$ cat config.mk
export PLATFORM = sky130hd
export DESIGN_NAME = ust_port_tuning
export DESIGN_NICKNAME = d
export VERILOG_FILES = /design/src/rtl/ust_pkg.sv /design/src/rtl/ust_port_tuning.sv
export SDC_FILE = /design/constraint.sdc
export NUM_CORES = 1
export LEC_CHECK = 0
export BUFFER_PORTS_ARGS = -buffer_cell sky130_fd_sc_hd__buf_2
export CAP_MARGIN = 20
export CELL_PAD_IN_SITES_DETAIL_PLACEMENT = 1
export CELL_PAD_IN_SITES_GLOBAL_PLACEMENT = 1
export CORE_MARGIN = 3
export CORE_UTILIZATION = 46
export DETAILED_ROUTE_END_ITERATION = 10
export HOLD_SLACK_MARGIN = 0.12
export PLACE_DENSITY = 0.82
export SYNTH_ARGS = -nofsm -noshare
export SYNTH_HDL_FRONTEND = slang
export SYNTH_SLANG_ARGS = --single-unit
$ cat constraint.sdc
create_clock -name mclk -period 8.4 [get_ports mclk]
set_input_delay 0 -clock mclk [delete_from_list [all_inputs] [get_ports mclk]]
set_output_delay 0 -clock mclk [all_outputs]
set_load 0.02 [all_outputs]
$ cat src/rtl/ust_pkg.sv
// Purpose: constants and types of the serial port tuning and status block
// Assumes: register indices are the byte indices used by vendor requests
// Notes: ports are numbered 0 (port one) and 1 (port two)
package ust_pkg;

////////////////////////////////////////////////////////////////////////////////
// Register indices
localparam logic [7:0] IDX_GAP1 = 8'h2C;
localparam logic [7:0] IDX_GAP2 = 8'h2E;
localparam logic [7:0] IDX_SAMP = 8'h30;
localparam logic [7:0] IDX_EPC1 = 8'h3A;
localparam logic [7:0] IDX_EPC2 = 8'h3C;
localparam logic [7:0] IDX_ZEN = 8'h3E;
localparam logic [7:0] IDX_SZL1 = 8'h3F;
localparam logic [7:0] IDX_SZH1 = 8'h40;
localparam logic [7:0] IDX_SZL2 = 8'h43;
localparam logic [7:0] IDX_SZH2 = 8'h44;

////////////////////////////////////////////////////////////////////////////////
// Reset values and field positions
localparam logic [7:0] RST_GAP = 8'h00;
localparam logic [7:0] RST_SAMP = 8'h77;
localparam logic [7:0] RST_EPC = 8'h14;
localparam logic [7:0] RST_ZEN = 8'h0F;
localparam logic [7:0] RST_SZL = 8'h0F;
localparam logic [7:0] RST_SZH = 8'h80;
localparam logic [7:0] SZH_MASK = 8'h81;
localparam int SZH_EN_BIT = 7;
localparam int SZH_MSB_BIT = 0;
localparam int ZEN_STEP = 2;
localparam int SAMP_W = 4;
localparam int CFG_EXT_BIT = 6;

////////////////////////////////////////////////////////////////////////////////
// Vendor request codes
localparam logic [7:0] RT_VOUT = 8'h40;
localparam logic [7:0] RT_VIN = 8'hC0;
localparam logic [7:0] REQ_WR = 8'h0E;
localparam logic [7:0] REQ_RD = 8'h0D;
localparam logic [7:0] APP_REG = 8'h00;
localparam logic [7:0] APP_EE = 8'h09;
localparam logic [15:0] LEN_WR = 16'h0000;
localparam logic [15:0] LEN_RD = 16'h0001;

////////////////////////////////////////////////////////////////////////////////
// Timing and sizes
localparam logic [3:0] OS_LAST = 4'hF;
localparam logic [3:0] ST_LAST_BASE = 4'h4;
localparam logic [3:0] ST_LAST_EXT = 4'hC;
localparam logic [9:0] PKT_MAX = 10'h200;
localparam int ST_FIFO_DEPTH = 4;

////////////////////////////////////////////////////////////////////////////////
// Types
typedef struct packed {
    logic [7:0] bm_request_type;
    logic [7:0] b_request;
    logic [15:0] w_value;
    logic [15:0] w_index;
    logic [15:0] w_length;
} ust_setup_type;

typedef struct packed {
    logic valid;
    logic write;
    logic [7:0] addr;
    logic [7:0] data;
} ust_ee_req_type;

typedef struct packed {
    logic last;
    logic [7:0] data;
} ust_st_word_type;

typedef enum logic [0:0] {CS_IDLE, CS_EE} ust_ctl_state_type;

endpackage

$ cat src/rtl/ust_port_tuning.sv
// Purpose: per-port gap, sample point, bulk-in policy, vendor and status logic
// Assumes: all inputs synchronous to mclk; os_tick is the 16x baud tick
// Notes: status bytes pass through a 4-word FIFO to the interrupt endpoint
//
// What this block does
// Transmitter idles gap register value times baud period between characters
// Separate writable gap register per port at indices 44 and 46
// Each port divides a sixteen-times oversampling tick for its baud timing
// Receiver samples at oversampling tick given by 4-bit value, 7 is mid-bit
// Sample register index 48: port one bits 3:0, port two bits 7:4
// Zero-length packet only when no data and bulk-in FIFO empty
// Count empty bulk-in requests; zero-length packet when count reaches setting
// Enable bits 0 and 2 of index 62 gate zero-length packets
// Packet size is nine-bit threshold, low byte 63/67, top bit 64/68
// Threshold only used while bit 7 of the high register is set
// EEPROM write: 0x40, 0x0E, wValue 0x09 and data, wIndex location
// EEPROM read: 0xC0, 0x0D, wValue 0x0900, one byte returned
// Status poll returns five bytes: ident, reserved, ident, reserved, FIFO status
// Config bit 6 appends eight FIFO count bytes to the status report
// Appended bytes: counts at 6,7 and 10,11, reserved 8,9,12,13
// FIFO status bits: out-empty and in-has-data, port one 0-1, two 4-5
// Reserved report bytes and reserved register bits read as zero
// Gap value zero adds no idle time after the stop bit
`timescale 1ns/1ps

module ust_fifo #(
    parameter int WIDTH = 9,
    parameter int DEPTH = 4
) (
    // Clock, reset and enable
    input wire logic clk,
    input wire logic reset,
    input wire logic ce,
    // Fill side
    input wire logic in_valid,
    output logic in_ready,
    input wire logic [WIDTH-1:0] in_data,
    // Drain side
    output logic out_valid,
    input wire logic out_ready,
    output logic [WIDTH-1:0] out_data
);
    localparam int AW = $clog2(DEPTH);
    logic [WIDTH-1:0] mem_r [DEPTH];
    logic [AW-1:0] wp_r;
    logic [AW-1:0] rp_r;
    logic [AW:0] cnt_r;
    logic push;
    logic pop;

    assign in_ready = cnt_r != (AW+1)'(DEPTH);
    assign out_valid = cnt_r != '0;
    assign out_data = mem_r[rp_r];
    assign push = in_valid && in_ready;
    assign pop = out_valid && out_ready;

    always_ff @(posedge clk) begin
        if (ce && push) begin
            mem_r[wp_r] <= in_data;
        end
    end

    always_ff @(posedge clk) begin
        if (reset) begin
            wp_r <= '0;
            rp_r <= '0;
            cnt_r <= '0;
        end else if (ce) begin
            if (push) begin
                wp_r <= (wp_r == AW'(DEPTH - 1)) ? '0 : wp_r + AW'(1);
            end
            if (pop) begin
                rp_r <= (rp_r == AW'(DEPTH - 1)) ? '0 : rp_r + AW'(1);
            end
            if (push && !pop) begin
                cnt_r <= cnt_r + (AW+1)'(1);
            end else if (pop && !push) begin
                cnt_r <= cnt_r - (AW+1)'(1);
            end
        end
    end
endmodule

////////////////////////////////////////////////////////////////////////////////
module ust_port_tuning
    import ust_pkg::*;
(
    // Clock, reset, enable
    input wire logic mclk,
    input wire logic reset,
    input wire logic ce,
    // Vendor control requests
    input wire logic setup_valid,
    input wire ust_setup_type setup,
    output logic ctl_done,
    output logic ctl_stall,
    output logic [7:0] ctl_rdata,
    // EEPROM access
    output ust_ee_req_type ee_req,
    input wire logic ee_ack,
    input wire logic [7:0] ee_rdata,
    // UART timing
    input wire logic [1:0] os_tick,
    input wire logic [1:0] tx_char_done,
    output logic [1:0] tx_hold,
    input wire logic [1:0] rx_bit_start,
    output logic [1:0] rx_sample,
    // Bulk-in policy
    input wire logic [1:0] bin_req,
    input wire logic [1:0][7:0] bin_count,
    input wire logic [1:0][7:0] bout_count,
    output logic [1:0] bin_send,
    output logic [1:0] bin_zlp,
    output logic [1:0][8:0] bin_len,
    // Status endpoint
    input wire logic [1:0][7:0] irq_ident,
    input wire logic [7:0] device_config_one,
    input wire logic status_poll,
    output logic st_valid,
    input wire logic st_ready,
    output ust_st_word_type st_word
);
    ////////////////////////////////////////////////////////////////////////////
    // Registers
    logic [1:0][7:0] gap_r;
    logic [7:0] samp_r;
    logic [1:0][7:0] epc_r;
    logic [7:0] zen_r;
    logic [1:0][7:0] szl_r;
    logic [1:0][7:0] szh_r;
    ust_ctl_state_type ctl_state_r;
    logic is_wr;
    logic is_rd;
    logic [7:0] app;
    logic [7:0] idx;
    logic reg_wr;
    logic [7:0] rd_mux;

    assign is_wr = setup.bm_request_type == RT_VOUT && setup.b_request == REQ_WR
        && setup.w_length == LEN_WR;
    assign is_rd = setup.bm_request_type == RT_VIN && setup.b_request == REQ_RD
        && setup.w_length == LEN_RD;
    assign app = setup.w_value[15:8];
    assign idx = setup.w_index[7:0];
    assign reg_wr = ce && setup_valid && ctl_state_r == CS_IDLE && is_wr && app == APP_REG;

    always_ff @(posedge mclk) begin
        if (reset) begin
            gap_r <= {RST_GAP, RST_GAP};
            samp_r <= RST_SAMP;
            epc_r <= {RST_EPC, RST_EPC};
            zen_r <= RST_ZEN;
            szl_r <= {RST_SZL, RST_SZL};
            szh_r <= {RST_SZH, RST_SZH};
        end else if (reg_wr) begin
            case (idx)
                IDX_GAP1: gap_r[0] <= setup.w_value[7:0];
                IDX_GAP2: gap_r[1] <= setup.w_value[7:0];
                IDX_SAMP: samp_r <= setup.w_value[7:0];
                IDX_EPC1: epc_r[0] <= setup.w_value[7:0];
                IDX_EPC2: epc_r[1] <= setup.w_value[7:0];
                IDX_ZEN: zen_r <= setup.w_value[7:0];
                IDX_SZL1: szl_r[0] <= setup.w_value[7:0];
                IDX_SZL2: szl_r[1] <= setup.w_value[7:0];
                IDX_SZH1: szh_r[0] <= setup.w_value[7:0] & SZH_MASK;
                IDX_SZH2: szh_r[1] <= setup.w_value[7:0] & SZH_MASK;
                default: ;
            endcase
        end
    end

    always_comb begin
        case (idx)
            IDX_GAP1: rd_mux = gap_r[0];
            IDX_GAP2: rd_mux = gap_r[1];
            IDX_SAMP: rd_mux = samp_r;
            IDX_EPC1: rd_mux = epc_r[0];
            IDX_EPC2: rd_mux = epc_r[1];
            IDX_ZEN: rd_mux = zen_r;
            IDX_SZL1: rd_mux = szl_r[0];
            IDX_SZL2: rd_mux = szl_r[1];
            IDX_SZH1: rd_mux = szh_r[0];
            IDX_SZH2: rd_mux = szh_r[1];
            default: rd_mux = 8'h00;
        endcase
    end

    ////////////////////////////////////////////////////////////////////////////
    // Control request handling
    always_ff @(posedge mclk) begin
        if (reset) begin
            ctl_state_r <= CS_IDLE;
            ee_req <= '0;
            ctl_done <= 1'b0;
            ctl_stall <= 1'b0;
            ctl_rdata <= 8'h00;
        end else if (ce) begin
            ctl_done <= 1'b0;
            ctl_stall <= 1'b0;
            case (ctl_state_r)
                CS_IDLE: begin
                    if (setup_valid) begin
                        if ((is_wr || is_rd) && app == APP_REG) begin
                            ctl_done <= 1'b1;
                            if (is_rd) begin
                                ctl_rdata <= rd_mux;
                            end
                        end else if ((is_wr || is_rd) && app == APP_EE) begin
                            ee_req <= {1'b1, is_wr, idx, setup.w_value[7:0]};
                            ctl_state_r <= CS_EE;
                        end else begin
                            ctl_stall <= 1'b1;
                        end
                    end
                end
                CS_EE: begin
                    if (setup_valid) begin
                        ctl_stall <= 1'b1;
                    end
                    if (ee_ack) begin
                        ee_req.valid <= 1'b0;
                        ctl_done <= 1'b1;
                        if (!ee_req.write) begin
                            ctl_rdata <= ee_rdata;
                        end
                        ctl_state_r <= CS_IDLE;
                    end
                end
                default: ctl_state_r <= CS_IDLE;
            endcase
        end
    end

    ////////////////////////////////////////////////////////////////////////////
    // Per-port timing and bulk-in policy
    logic [1:0][3:0] div_r;
    logic [1:0][7:0] gap_cnt_r;
    logic [1:0][3:0] phase_r;
    logic [1:0][7:0] poll_r;

    for (genvar i = 0; i < 2; i++) begin : g_port
        logic baud_tick;
        logic [9:0] thr;
        logic [9:0] thr_eff;
        logic [9:0] cnt;
        logic [9:0] len;
        logic poll_hit;

        assign baud_tick = os_tick[i] && div_r[i] == OS_LAST;
        assign tx_hold[i] = gap_cnt_r[i] != 8'h00;
        assign thr = {1'b0, szh_r[i][SZH_MSB_BIT], szl_r[i]};
        assign thr_eff = (thr == 10'h000) ? PKT_MAX : thr;
        assign cnt = {2'b00, bin_count[i]};
        assign len = (szh_r[i][SZH_EN_BIT] && cnt > thr_eff) ? thr_eff : cnt;
        assign poll_hit = {1'b0, poll_r[i]} + 9'h001 >= {1'b0, epc_r[i]};

        always_ff @(posedge mclk) begin
            if (reset) begin
                div_r[i] <= 4'h0;
            end else if (ce && os_tick[i]) begin
                div_r[i] <= div_r[i] + 4'h1;
            end
        end

        always_ff @(posedge mclk) begin
            if (reset) begin
                gap_cnt_r[i] <= 8'h00;
            end else if (ce) begin
                if (tx_char_done[i]) begin
                    gap_cnt_r[i] <= gap_r[i];
                end else if (baud_tick && gap_cnt_r[i] != 8'h00) begin
                    gap_cnt_r[i] <= gap_cnt_r[i] - 8'h01;
                end
            end
        end

        always_ff @(posedge mclk) begin
            if (reset) begin
                phase_r[i] <= 4'h0;
                rx_sample[i] <= 1'b0;
            end else if (ce) begin
                rx_sample[i] <= os_tick[i] && !rx_bit_start[i]
                    && phase_r[i] == samp_r[i*SAMP_W +: SAMP_W];
                if (rx_bit_start[i]) begin
                    phase_r[i] <= 4'h0;
                end else if (os_tick[i]) begin
                    phase_r[i] <= phase_r[i] + 4'h1;
                end
            end
        end

        always_ff @(posedge mclk) begin
            if (reset) begin
                poll_r[i] <= 8'h00;
                bin_send[i] <= 1'b0;
                bin_zlp[i] <= 1'b0;
                bin_len[i] <= 9'h000;
            end else if (ce) begin
                bin_send[i] <= 1'b0;
                bin_zlp[i] <= 1'b0;
                if (bin_req[i]) begin
                    if (bin_count[i] != 8'h00) begin
                        bin_send[i] <= 1'b1;
                        bin_len[i] <= len[8:0];
                        poll_r[i] <= 8'h00;
                    end else if (zen_r[i*ZEN_STEP] && poll_hit) begin
                        bin_zlp[i] <= 1'b1;
                        bin_len[i] <= 9'h000;
                        poll_r[i] <= 8'h00;
                    end else if (poll_r[i] != 8'hFF) begin
                        poll_r[i] <= poll_r[i] + 8'h01;
                    end
                end
            end
        end
    end

    ////////////////////////////////////////////////////////////////////////////
    // Status endpoint report
    logic st_on_r;
    logic st_ext_r;
    logic [3:0] st_idx_r;
    logic st_in_ready;
    logic st_push;
    ust_st_word_type st_in;
    logic [7:0] fifo_stat;

    assign fifo_stat = {2'b00, bin_count[1] != 8'h00, bout_count[1] == 8'h00,
        2'b00, bin_count[0] != 8'h00, bout_count[0] == 8'h00};
    assign st_push = st_on_r && st_in_ready;

    always_comb begin
        st_in.last = st_idx_r == (st_ext_r ? ST_LAST_EXT : ST_LAST_BASE);
        case (st_idx_r)
            4'h0: st_in.data = irq_ident[0];
            4'h2: st_in.data = irq_ident[1];
            4'h4: st_in.data = fifo_stat;
            4'h5: st_in.data = bin_count[0];
            4'h6: st_in.data = bout_count[0];
            4'h9: st_in.data = bin_count[1];
            4'hA: st_in.data = bout_count[1];
            default: st_in.data = 8'h00;
        endcase
    end

    always_ff @(posedge mclk) begin
        if (reset) begin
            st_on_r <= 1'b0;
            st_ext_r <= 1'b0;
            st_idx_r <= 4'h0;
        end else if (ce) begin
            if (!st_on_r && status_poll) begin
                st_on_r <= 1'b1;
                st_idx_r <= 4'h0;
                st_ext_r <= device_config_one[CFG_EXT_BIT];
            end else if (st_push) begin
                st_idx_r <= st_idx_r + 4'h1;
                if (st_in.last) begin
                    st_on_r <= 1'b0;
                end
            end
        end
    end

    ust_fifo #(.WIDTH($bits(ust_st_word_type)), .DEPTH(ST_FIFO_DEPTH)) u_st_fifo (
        .clk(mclk),
        .reset(reset),
        .ce(ce),
        .in_valid(st_on_r),
        .in_ready(st_in_ready),
        .in_data(st_in),
        .out_valid(st_valid),
        .out_ready(st_ready),
        .out_data(st_word)
    );

    ////////////////////////////////////////////////////////////////////////////
    // Assertions
    property p_gap_load;
        @(posedge mclk) disable iff (reset)
        ce && tx_char_done[0] |=> gap_cnt_r[0] == $past(gap_r[0]);
    endproperty
    a_gap_load: assert property (p_gap_load) else $error("gap not loaded");

    property p_gap_zero;
        @(posedge mclk) disable iff (reset)
        ce && tx_char_done[1] && gap_r[1] == 8'h00 |=> !tx_hold[1];
    endproperty
    a_gap_zero: assert property (p_gap_zero) else $error("idle with zero gap");

    property p_gap2_wr;
        @(posedge mclk) disable iff (reset)
        reg_wr && idx == IDX_GAP2 |=> gap_r[1] == $past(setup.w_value[7:0]);
    endproperty
    a_gap2_wr: assert property (p_gap2_wr) else $error("gap two not written");

    property p_samp1;
        @(posedge mclk) disable iff (reset)
        rx_sample[0] |-> $past(phase_r[0]) == $past(samp_r[3:0]);
    endproperty
    a_samp1: assert property (p_samp1) else $error("port one sample tick");

    property p_samp2;
        @(posedge mclk) disable iff (reset)
        rx_sample[1] |-> $past(phase_r[1]) == $past(samp_r[7:4]);
    endproperty
    a_samp2: assert property (p_samp2) else $error("port two sample tick");

    property p_zlp_empty;
        @(posedge mclk) disable iff (reset)
        bin_zlp[0] |-> $past(bin_count[0]) == 8'h00 && $past(zen_r[0]);
    endproperty
    a_zlp_empty: assert property (p_zlp_empty) else $error("bad empty packet");

    property p_thr_off;
        @(posedge mclk) disable iff (reset)
        bin_send[0] && !$past(szh_r[0][SZH_EN_BIT]) |-> bin_len[0] == {1'b0, $past(bin_count[0])};
    endproperty
    a_thr_off: assert property (p_thr_off) else $error("threshold used");

    property p_ee_wr;
        @(posedge mclk) disable iff (reset)
        ce && ctl_state_r == CS_IDLE && setup_valid && is_wr && app == APP_EE
        |=> ee_req.valid && ee_req.write && ee_req.data == $past(setup.w_value[7:0]);
    endproperty
    a_ee_wr: assert property (p_ee_wr) else $error("eeprom write lost");

    property p_st_short;
        @(posedge mclk) disable iff (reset)
        st_push && st_in.last && !st_ext_r |-> st_idx_r == ST_LAST_BASE;
    endproperty
    a_st_short: assert property (p_st_short) else $error("short report length");

    property p_st_long;
        @(posedge mclk) disable iff (reset)
        st_push && st_in.last && st_ext_r |-> st_idx_r == ST_LAST_EXT;
    endproperty
    a_st_long: assert property (p_st_long) else $error("long report length");

    c_zlp: cover property (@(posedge mclk) disable iff (reset) bin_zlp[0]);
    c_ee_rd: cover property (@(posedge mclk) disable iff (reset)
        ctl_state_r == CS_EE && ee_ack && !ee_req.write);
    c_st_full: cover property (@(posedge mclk) disable iff (reset) st_valid && !st_ready
        && !st_in_ready);
endmodule
==> out/summary.log <==
[outcome] result of the run finished, final reports clean
[global_route] pin count of the biggest net entering global routing 78
[placed_design] standard cell area after detailed placement 12700 um^2
[global_route] global-route usage over all layers 0.302
[synthesis] unique cell type count in the Yosys netlist 85
[global_route] first-pass GRT wire length 65200 um
[floorplanning] Die Width 165 um
[synthesis] share of async-settable or async-resettable flops after synthesis 0
[final_layout] register area 4760 um^2
[floorplanning] site row count 57
[power] maximum resistive drop on vdd 128 uV
[routing] wire per inst 22.6 um
[synthesis] main combinational cell family by area after synthesis simple AND/OR/NAND/NOR gates
[worst_hold_path] path class of the lowest-slack min-delay path primary input to flip-flop
[floorplanning] Core Region 24600 um^2
[routing] DR pass1 iterations 5
[synthesis] number of nets in the synthesized netlist 1497
[clock_network] clock latency reported for the late side of the worst-skew pair 530 ps
[synthesis] Synth Warn # 0
[routing] DRC violations left 0
[synthesis] synthesized cell area 11700 um^2
[routing] Post-Route WL 42300 um
[synthesis] average footprint of a synthesized cell 8.96 um^2
[sta] Tcrit/Tclk final 0.401
[sta] Final TNS setup 0 ps
[sta] # setup viols final 0
[final_layout] area of the multi-input gates 6330 um^2
[sta] top achievable clock speed 297 MHz
[sta] setup clock skew after layout 9.36 ps
[worst_setup_path] category of the critical setup timing path primary input to flip-flop
[floorplanning] die area 27300 um^2
[synthesis] fraction of the mapped netlist area in compound gates 0.179
[worst_setup_path] kind of start point of the critical path primary input
[power] overall power consumption 2490 uW
[synthesis] sequential share of the synthesized area 0.408
[synthesis] mux contribution to synthesized area 0.0803
[synthesis] share of Yosys cell area claimed by the top area cell type 0.316
[worst_setup_path] arrival time reported for the critical path endpoint 3770 ps
[placed_design] Port Buffers 191
[sta] count of final max-slew check failures 0
[final_layout] Finished Cell Area 14300 um^2
[final_layout] area added between synthesis and finish 23.0%
[floorplanning] vertical die dimension 165 um
[clock_network] number of H-tree levels 1
[worst_setup_path] largest fanout on the critical path 25
[routing] number of vias after detailed routing 11400
[synthesis] Syn Inst Count 1302
[clock_network] number of clock buffers inserted by TritonCTS 25
[synthesis] ranking of synthesized cells by area sky130_fd_sc_hd__dfxtp_1 32%, sky130_fd_sc_hd__edfxtp_1 9.3%, sky130_fd_sc_hd__mux2i_1 6.0%
[clock_network] Setup Fix Bufs, Post-CTS 0
[synthesis] Post-Synth Adder-Cell Area 0.0564
[global_route] initial antenna violation count 1
[power] PwrDens 173 nW/um^2
[sta] RSZ-0062 raised after global routing false
[sta] transition time at the pin with the least slew margin 1090 ps
[routing] iteration-0 DRC count of the detailed router 949
[routing] Detail Route Antenna Nets 0
[synthesis] cell type with the highest aggregate area in the netlist sky130_fd_sc_hd__dfxtp_1
[clock_network] Longest Clk Path Bufs 3
[final_layout] fill cell count 2840
[global_route] vias in the first global route 12000
[final_layout] number of antenna diodes 0
[sta] number of failing hold endpoints at the final stage 0
[power] LEAKAGE 0.00602 uW
[floorplanning] initial cell density of the core 0.474
[synthesis] number of enable flip-flop cells after synthesis 36
[clock_network] cell at the root of the clock tree sky130_fd_sc_hd__clkbuf_16
[synthesis] Primary FF master, synth sky130_fd_sc_hd__dfxtp_1
[run] Max-Cap Viols 0
[routing] number of vias per cell after detailed routing 6.08
[sta] fin crit period 3360 ps
[clock_network] clock transition time at the flip-flop clock pins of the worst setup and hold paths 60 ps
[final_layout] fraction of final layout cells sized beyond drive strength 1 0.181
[clock_network] number of sinks on the clock net 220
[placed_design] worst setup timing slack at the placement stage 5150 ps
[worst_setup_path] data required time at the worst endpoint 8810 ps
[global_route] Remaining Overflow, GRT 0
[sta] headroom to the max-slew limit 0.263
[final_layout] NumNets Final 1721
[sta] Worst Slack Setup Final 5040 ps
[synthesis] post-synthesis share of cell area spent on and, or, nand and nor gates 0.203
[placed_design] final weighted congestion in routability-driven placement 0.883
[placed_design] placed wire-length estimate after detailed placement 27400 um
[sta] WHS 145 ps
[floorplanning] IO Pins 207
[worst_setup_path] nature of the critical path endpoint flip-flop
[synthesis] xor-xnor portion of the synthesized cell area 0.0233
[clock_network] CTS tree yes
[synthesis] #FFs+latches synth 220
[worst max-delay path: stages]
cell and delay (ps):
sky130_fd_sc_hd__dlygate4sd3_1 530, sky130_fd_sc_hd__buf_2 320, sky130_fd_sc_hd__and4bb_4 330, sky130_fd_sc_hd__and2_0 450
sky130_fd_sc_hd__o41ai_2 1110, sky130_fd_sc_hd__a21o_1 260, sky130_fd_sc_hd__a311oi_1 150, sky130_fd_sc_hd__dlygate4sd3_1 610
[flip-flops by register name, summed over array words and instances, names as in the netlist, 3 cells and up, named ones only]
name,count
u_st_fifo.mem_r,36
bin_len,18
ee_req,18
g_port.thr,18
epc_r,16
gap_cnt_r,16
gap_r,16
poll_r,16
ctl_rdata,8
div_r,8
phase_r,8
samp_r,8
zen_r,8
st_idx_r,4
u_st_fifo.cnt_r,3
[per-stage QoR]
| stage | cells | utilization |
|---|---|---|
| 6_report | 1869 | 0.583 |
| 5_1_grt | 1869 | 0.583 |
| 4_1_cts | 1869 | 0.583 |
| 3_5_place_dp | 1741 | 0.517 |
| 3_3_place_gp | 1741 | 0.517 |
| 2_1_floorplan | 1302 | - |
[kinds of logic after synthesis]
| family | Yosys count |
|---|---|
| compound gates | 296 |
| xor+xnor | 31 |
| mux | 82 |
| fa+ha+maj | 52 |
| simple gates | 481 |
| flops | 220 |
| buf+inv | 140 |
[synth_stat cells (8+ instances only)]
library cell                  n
sky130_fd_sc_hd__dfxtp_1    184
sky130_fd_sc_hd__nor2_1     136
sky130_fd_sc_hd__nand2_1    118
sky130_fd_sc_hd__a21oi_1     79
sky130_fd_sc_hd__mux2i_1     70
sky130_fd_sc_hd__nand3_1     63
sky130_fd_sc_hd__clkbuf_1    59
sky130_fd_sc_hd__inv_1       57
sky130_fd_sc_hd__ha_1        51
sky130_fd_sc_hd__o21ai_0     39
sky130_fd_sc_hd__a22oi_1     37
sky130_fd_sc_hd__edfxtp_1    36
sky130_fd_sc_hd__nor3_1      27
sky130_fd_sc_hd__xnor2_1     19
sky130_fd_sc_hd__and2_1      17
sky130_fd_sc_hd__nand4_1     17
sky130_fd_sc_hd__nand2b_1    14
sky130_fd_sc_hd__nor4_1      14
sky130_fd_sc_hd__nor2b_1     12
sky130_fd_sc_hd__xor2_1      12
sky130_fd_sc_hd__a31oi_1     11
sky130_fd_sc_hd__buf_2       11
sky130_fd_sc_hd__a211oi_1    10
sky130_fd_sc_hd__a221oi_1    10
sky130_fd_sc_hd__o211ai_1    10
sky130_fd_sc_hd__a21o_1       9
sky130_fd_sc_hd__a32oi_1      9
sky130_fd_sc_hd__and3_1       9
sky130_fd_sc_hd__mux4_2       9
sky130_fd_sc_hd__or2_2        9
sky130_fd_sc_hd__or3_1        9
sky130_fd_sc_hd__a211o_1      8
sky130_fd_sc_hd__o2bb2ai_1    8
[report_power, final]
group / switching, uW / internal [uW] / leakage (uW)
clock: 461 / 618 / 0.000406
sequential: 20.2 / 1090 / 0.00182
combinational: 177 / 121 / 0.00379
total: 658 / 1830 / 0.00602
[repair_timing]
action,in CTS,in global routing
hold buffers,82,0
gates resized for setup,0,0
endpoints found under the hold margin,192,0
[area by class of cell]
cell class | instances | share of cell area
clock buffers | 37 | 0.0523
repair buffers | 279 | 0.127
inverters | 58 | 0.0152
multi-input cells | 942 | 0.441
flip-flops and latches | 220 | 0.332
clock inverters | 9 | 0.00340
well taps | 324 | 0.0283
[routing by layer]
layer	global-route usage	wire [um]	vias to the layer above
li1	-	-	5212
met1	0.331	15700	5567
met2	0.559	21800	435
met3	0.0591	2810	150
met4	0.135	1970	2
met5	0	8	-
[placed cells by master, fill, tap and decap left out, types with 7 or more instances in the layout]
| master | synthesis | routed |
|---|---|---|
| sky130_fd_sc_hd__a221oi_1 | 10 | 10 |
| sky130_fd_sc_hd__nand2_1 | 118 | 118 |
| sky130_fd_sc_hd__clkbuf_8 | 0 | 8 |
| sky130_fd_sc_hd__o211ai_1 | 10 | 10 |
| sky130_fd_sc_hd__a31oi_1 | 11 | 11 |
| sky130_fd_sc_hd__mux4_2 | 9 | 9 |
| sky130_fd_sc_hd__nor2_1 | 136 | 136 |
| sky130_fd_sc_hd__nor2b_1 | 12 | 12 |
| sky130_fd_sc_hd__xnor2_1 | 19 | 19 |
| sky130_fd_sc_hd__a211oi_1 | 10 | 10 |
| sky130_fd_sc_hd__and3_1 | 9 | 9 |
| sky130_fd_sc_hd__o2bb2ai_1 | 8 | 8 |
| sky130_fd_sc_hd__a22oi_1 | 37 | 37 |
| sky130_fd_sc_hd__ha_1 | 51 | 51 |
| sky130_fd_sc_hd__a21oi_1 | 79 | 79 |
| sky130_fd_sc_hd__or2_2 | 9 | 9 |
| sky130_fd_sc_hd__buf_2 | 11 | 190 |
| sky130_fd_sc_hd__a211o_1 | 8 | 8 |
| sky130_fd_sc_hd__a32oi_1 | 9 | 9 |
| sky130_fd_sc_hd__nand2b_1 | 14 | 14 |
| sky130_fd_sc_hd__clkbuf_16 | 0 | 25 |
| sky130_fd_sc_hd__nand3_1 | 63 | 63 |
| sky130_fd_sc_hd__inv_1 | 57 | 57 |
| sky130_fd_sc_hd__edfxtp_1 | 36 | 36 |
| sky130_fd_sc_hd__buf_4 | 4 | 7 |
| sky130_fd_sc_hd__a21o_1 | 9 | 9 |
| sky130_fd_sc_hd__dlygate4sd3_1 | 0 | 82 |
| sky130_fd_sc_hd__mux2i_1 | 70 | 70 |
| sky130_fd_sc_hd__nor3_1 | 27 | 27 |
| sky130_fd_sc_hd__xor2_1 | 12 | 12 |
| sky130_fd_sc_hd__dfxtp_1 | 184 | 184 |
| sky130_fd_sc_hd__and2_1 | 17 | 17 |
| sky130_fd_sc_hd__clkinv_2 | 0 | 8 |
| sky130_fd_sc_hd__o21ai_0 | 39 | 39 |
| sky130_fd_sc_hd__nand4_1 | 17 | 17 |
| sky130_fd_sc_hd__nor4_1 | 14 | 14 |
| sky130_fd_sc_hd__or3_1 | 9 | 9 |
[final timing paths]
path                            depth (start not counted)        from      endpoint  slack, ps
worst max-delay path                                    8   setup[17]  ctl_rdata[7]       5040
worst min-delay path                                    6    setup[1]    ee_req[16]        150
worst max register to register                         11   poll_r[2]    bin_len[6]       5130
worst min register to register                          2  bin_len[2]    bin_len[2]        440
(Power assumes the default switching activity.)
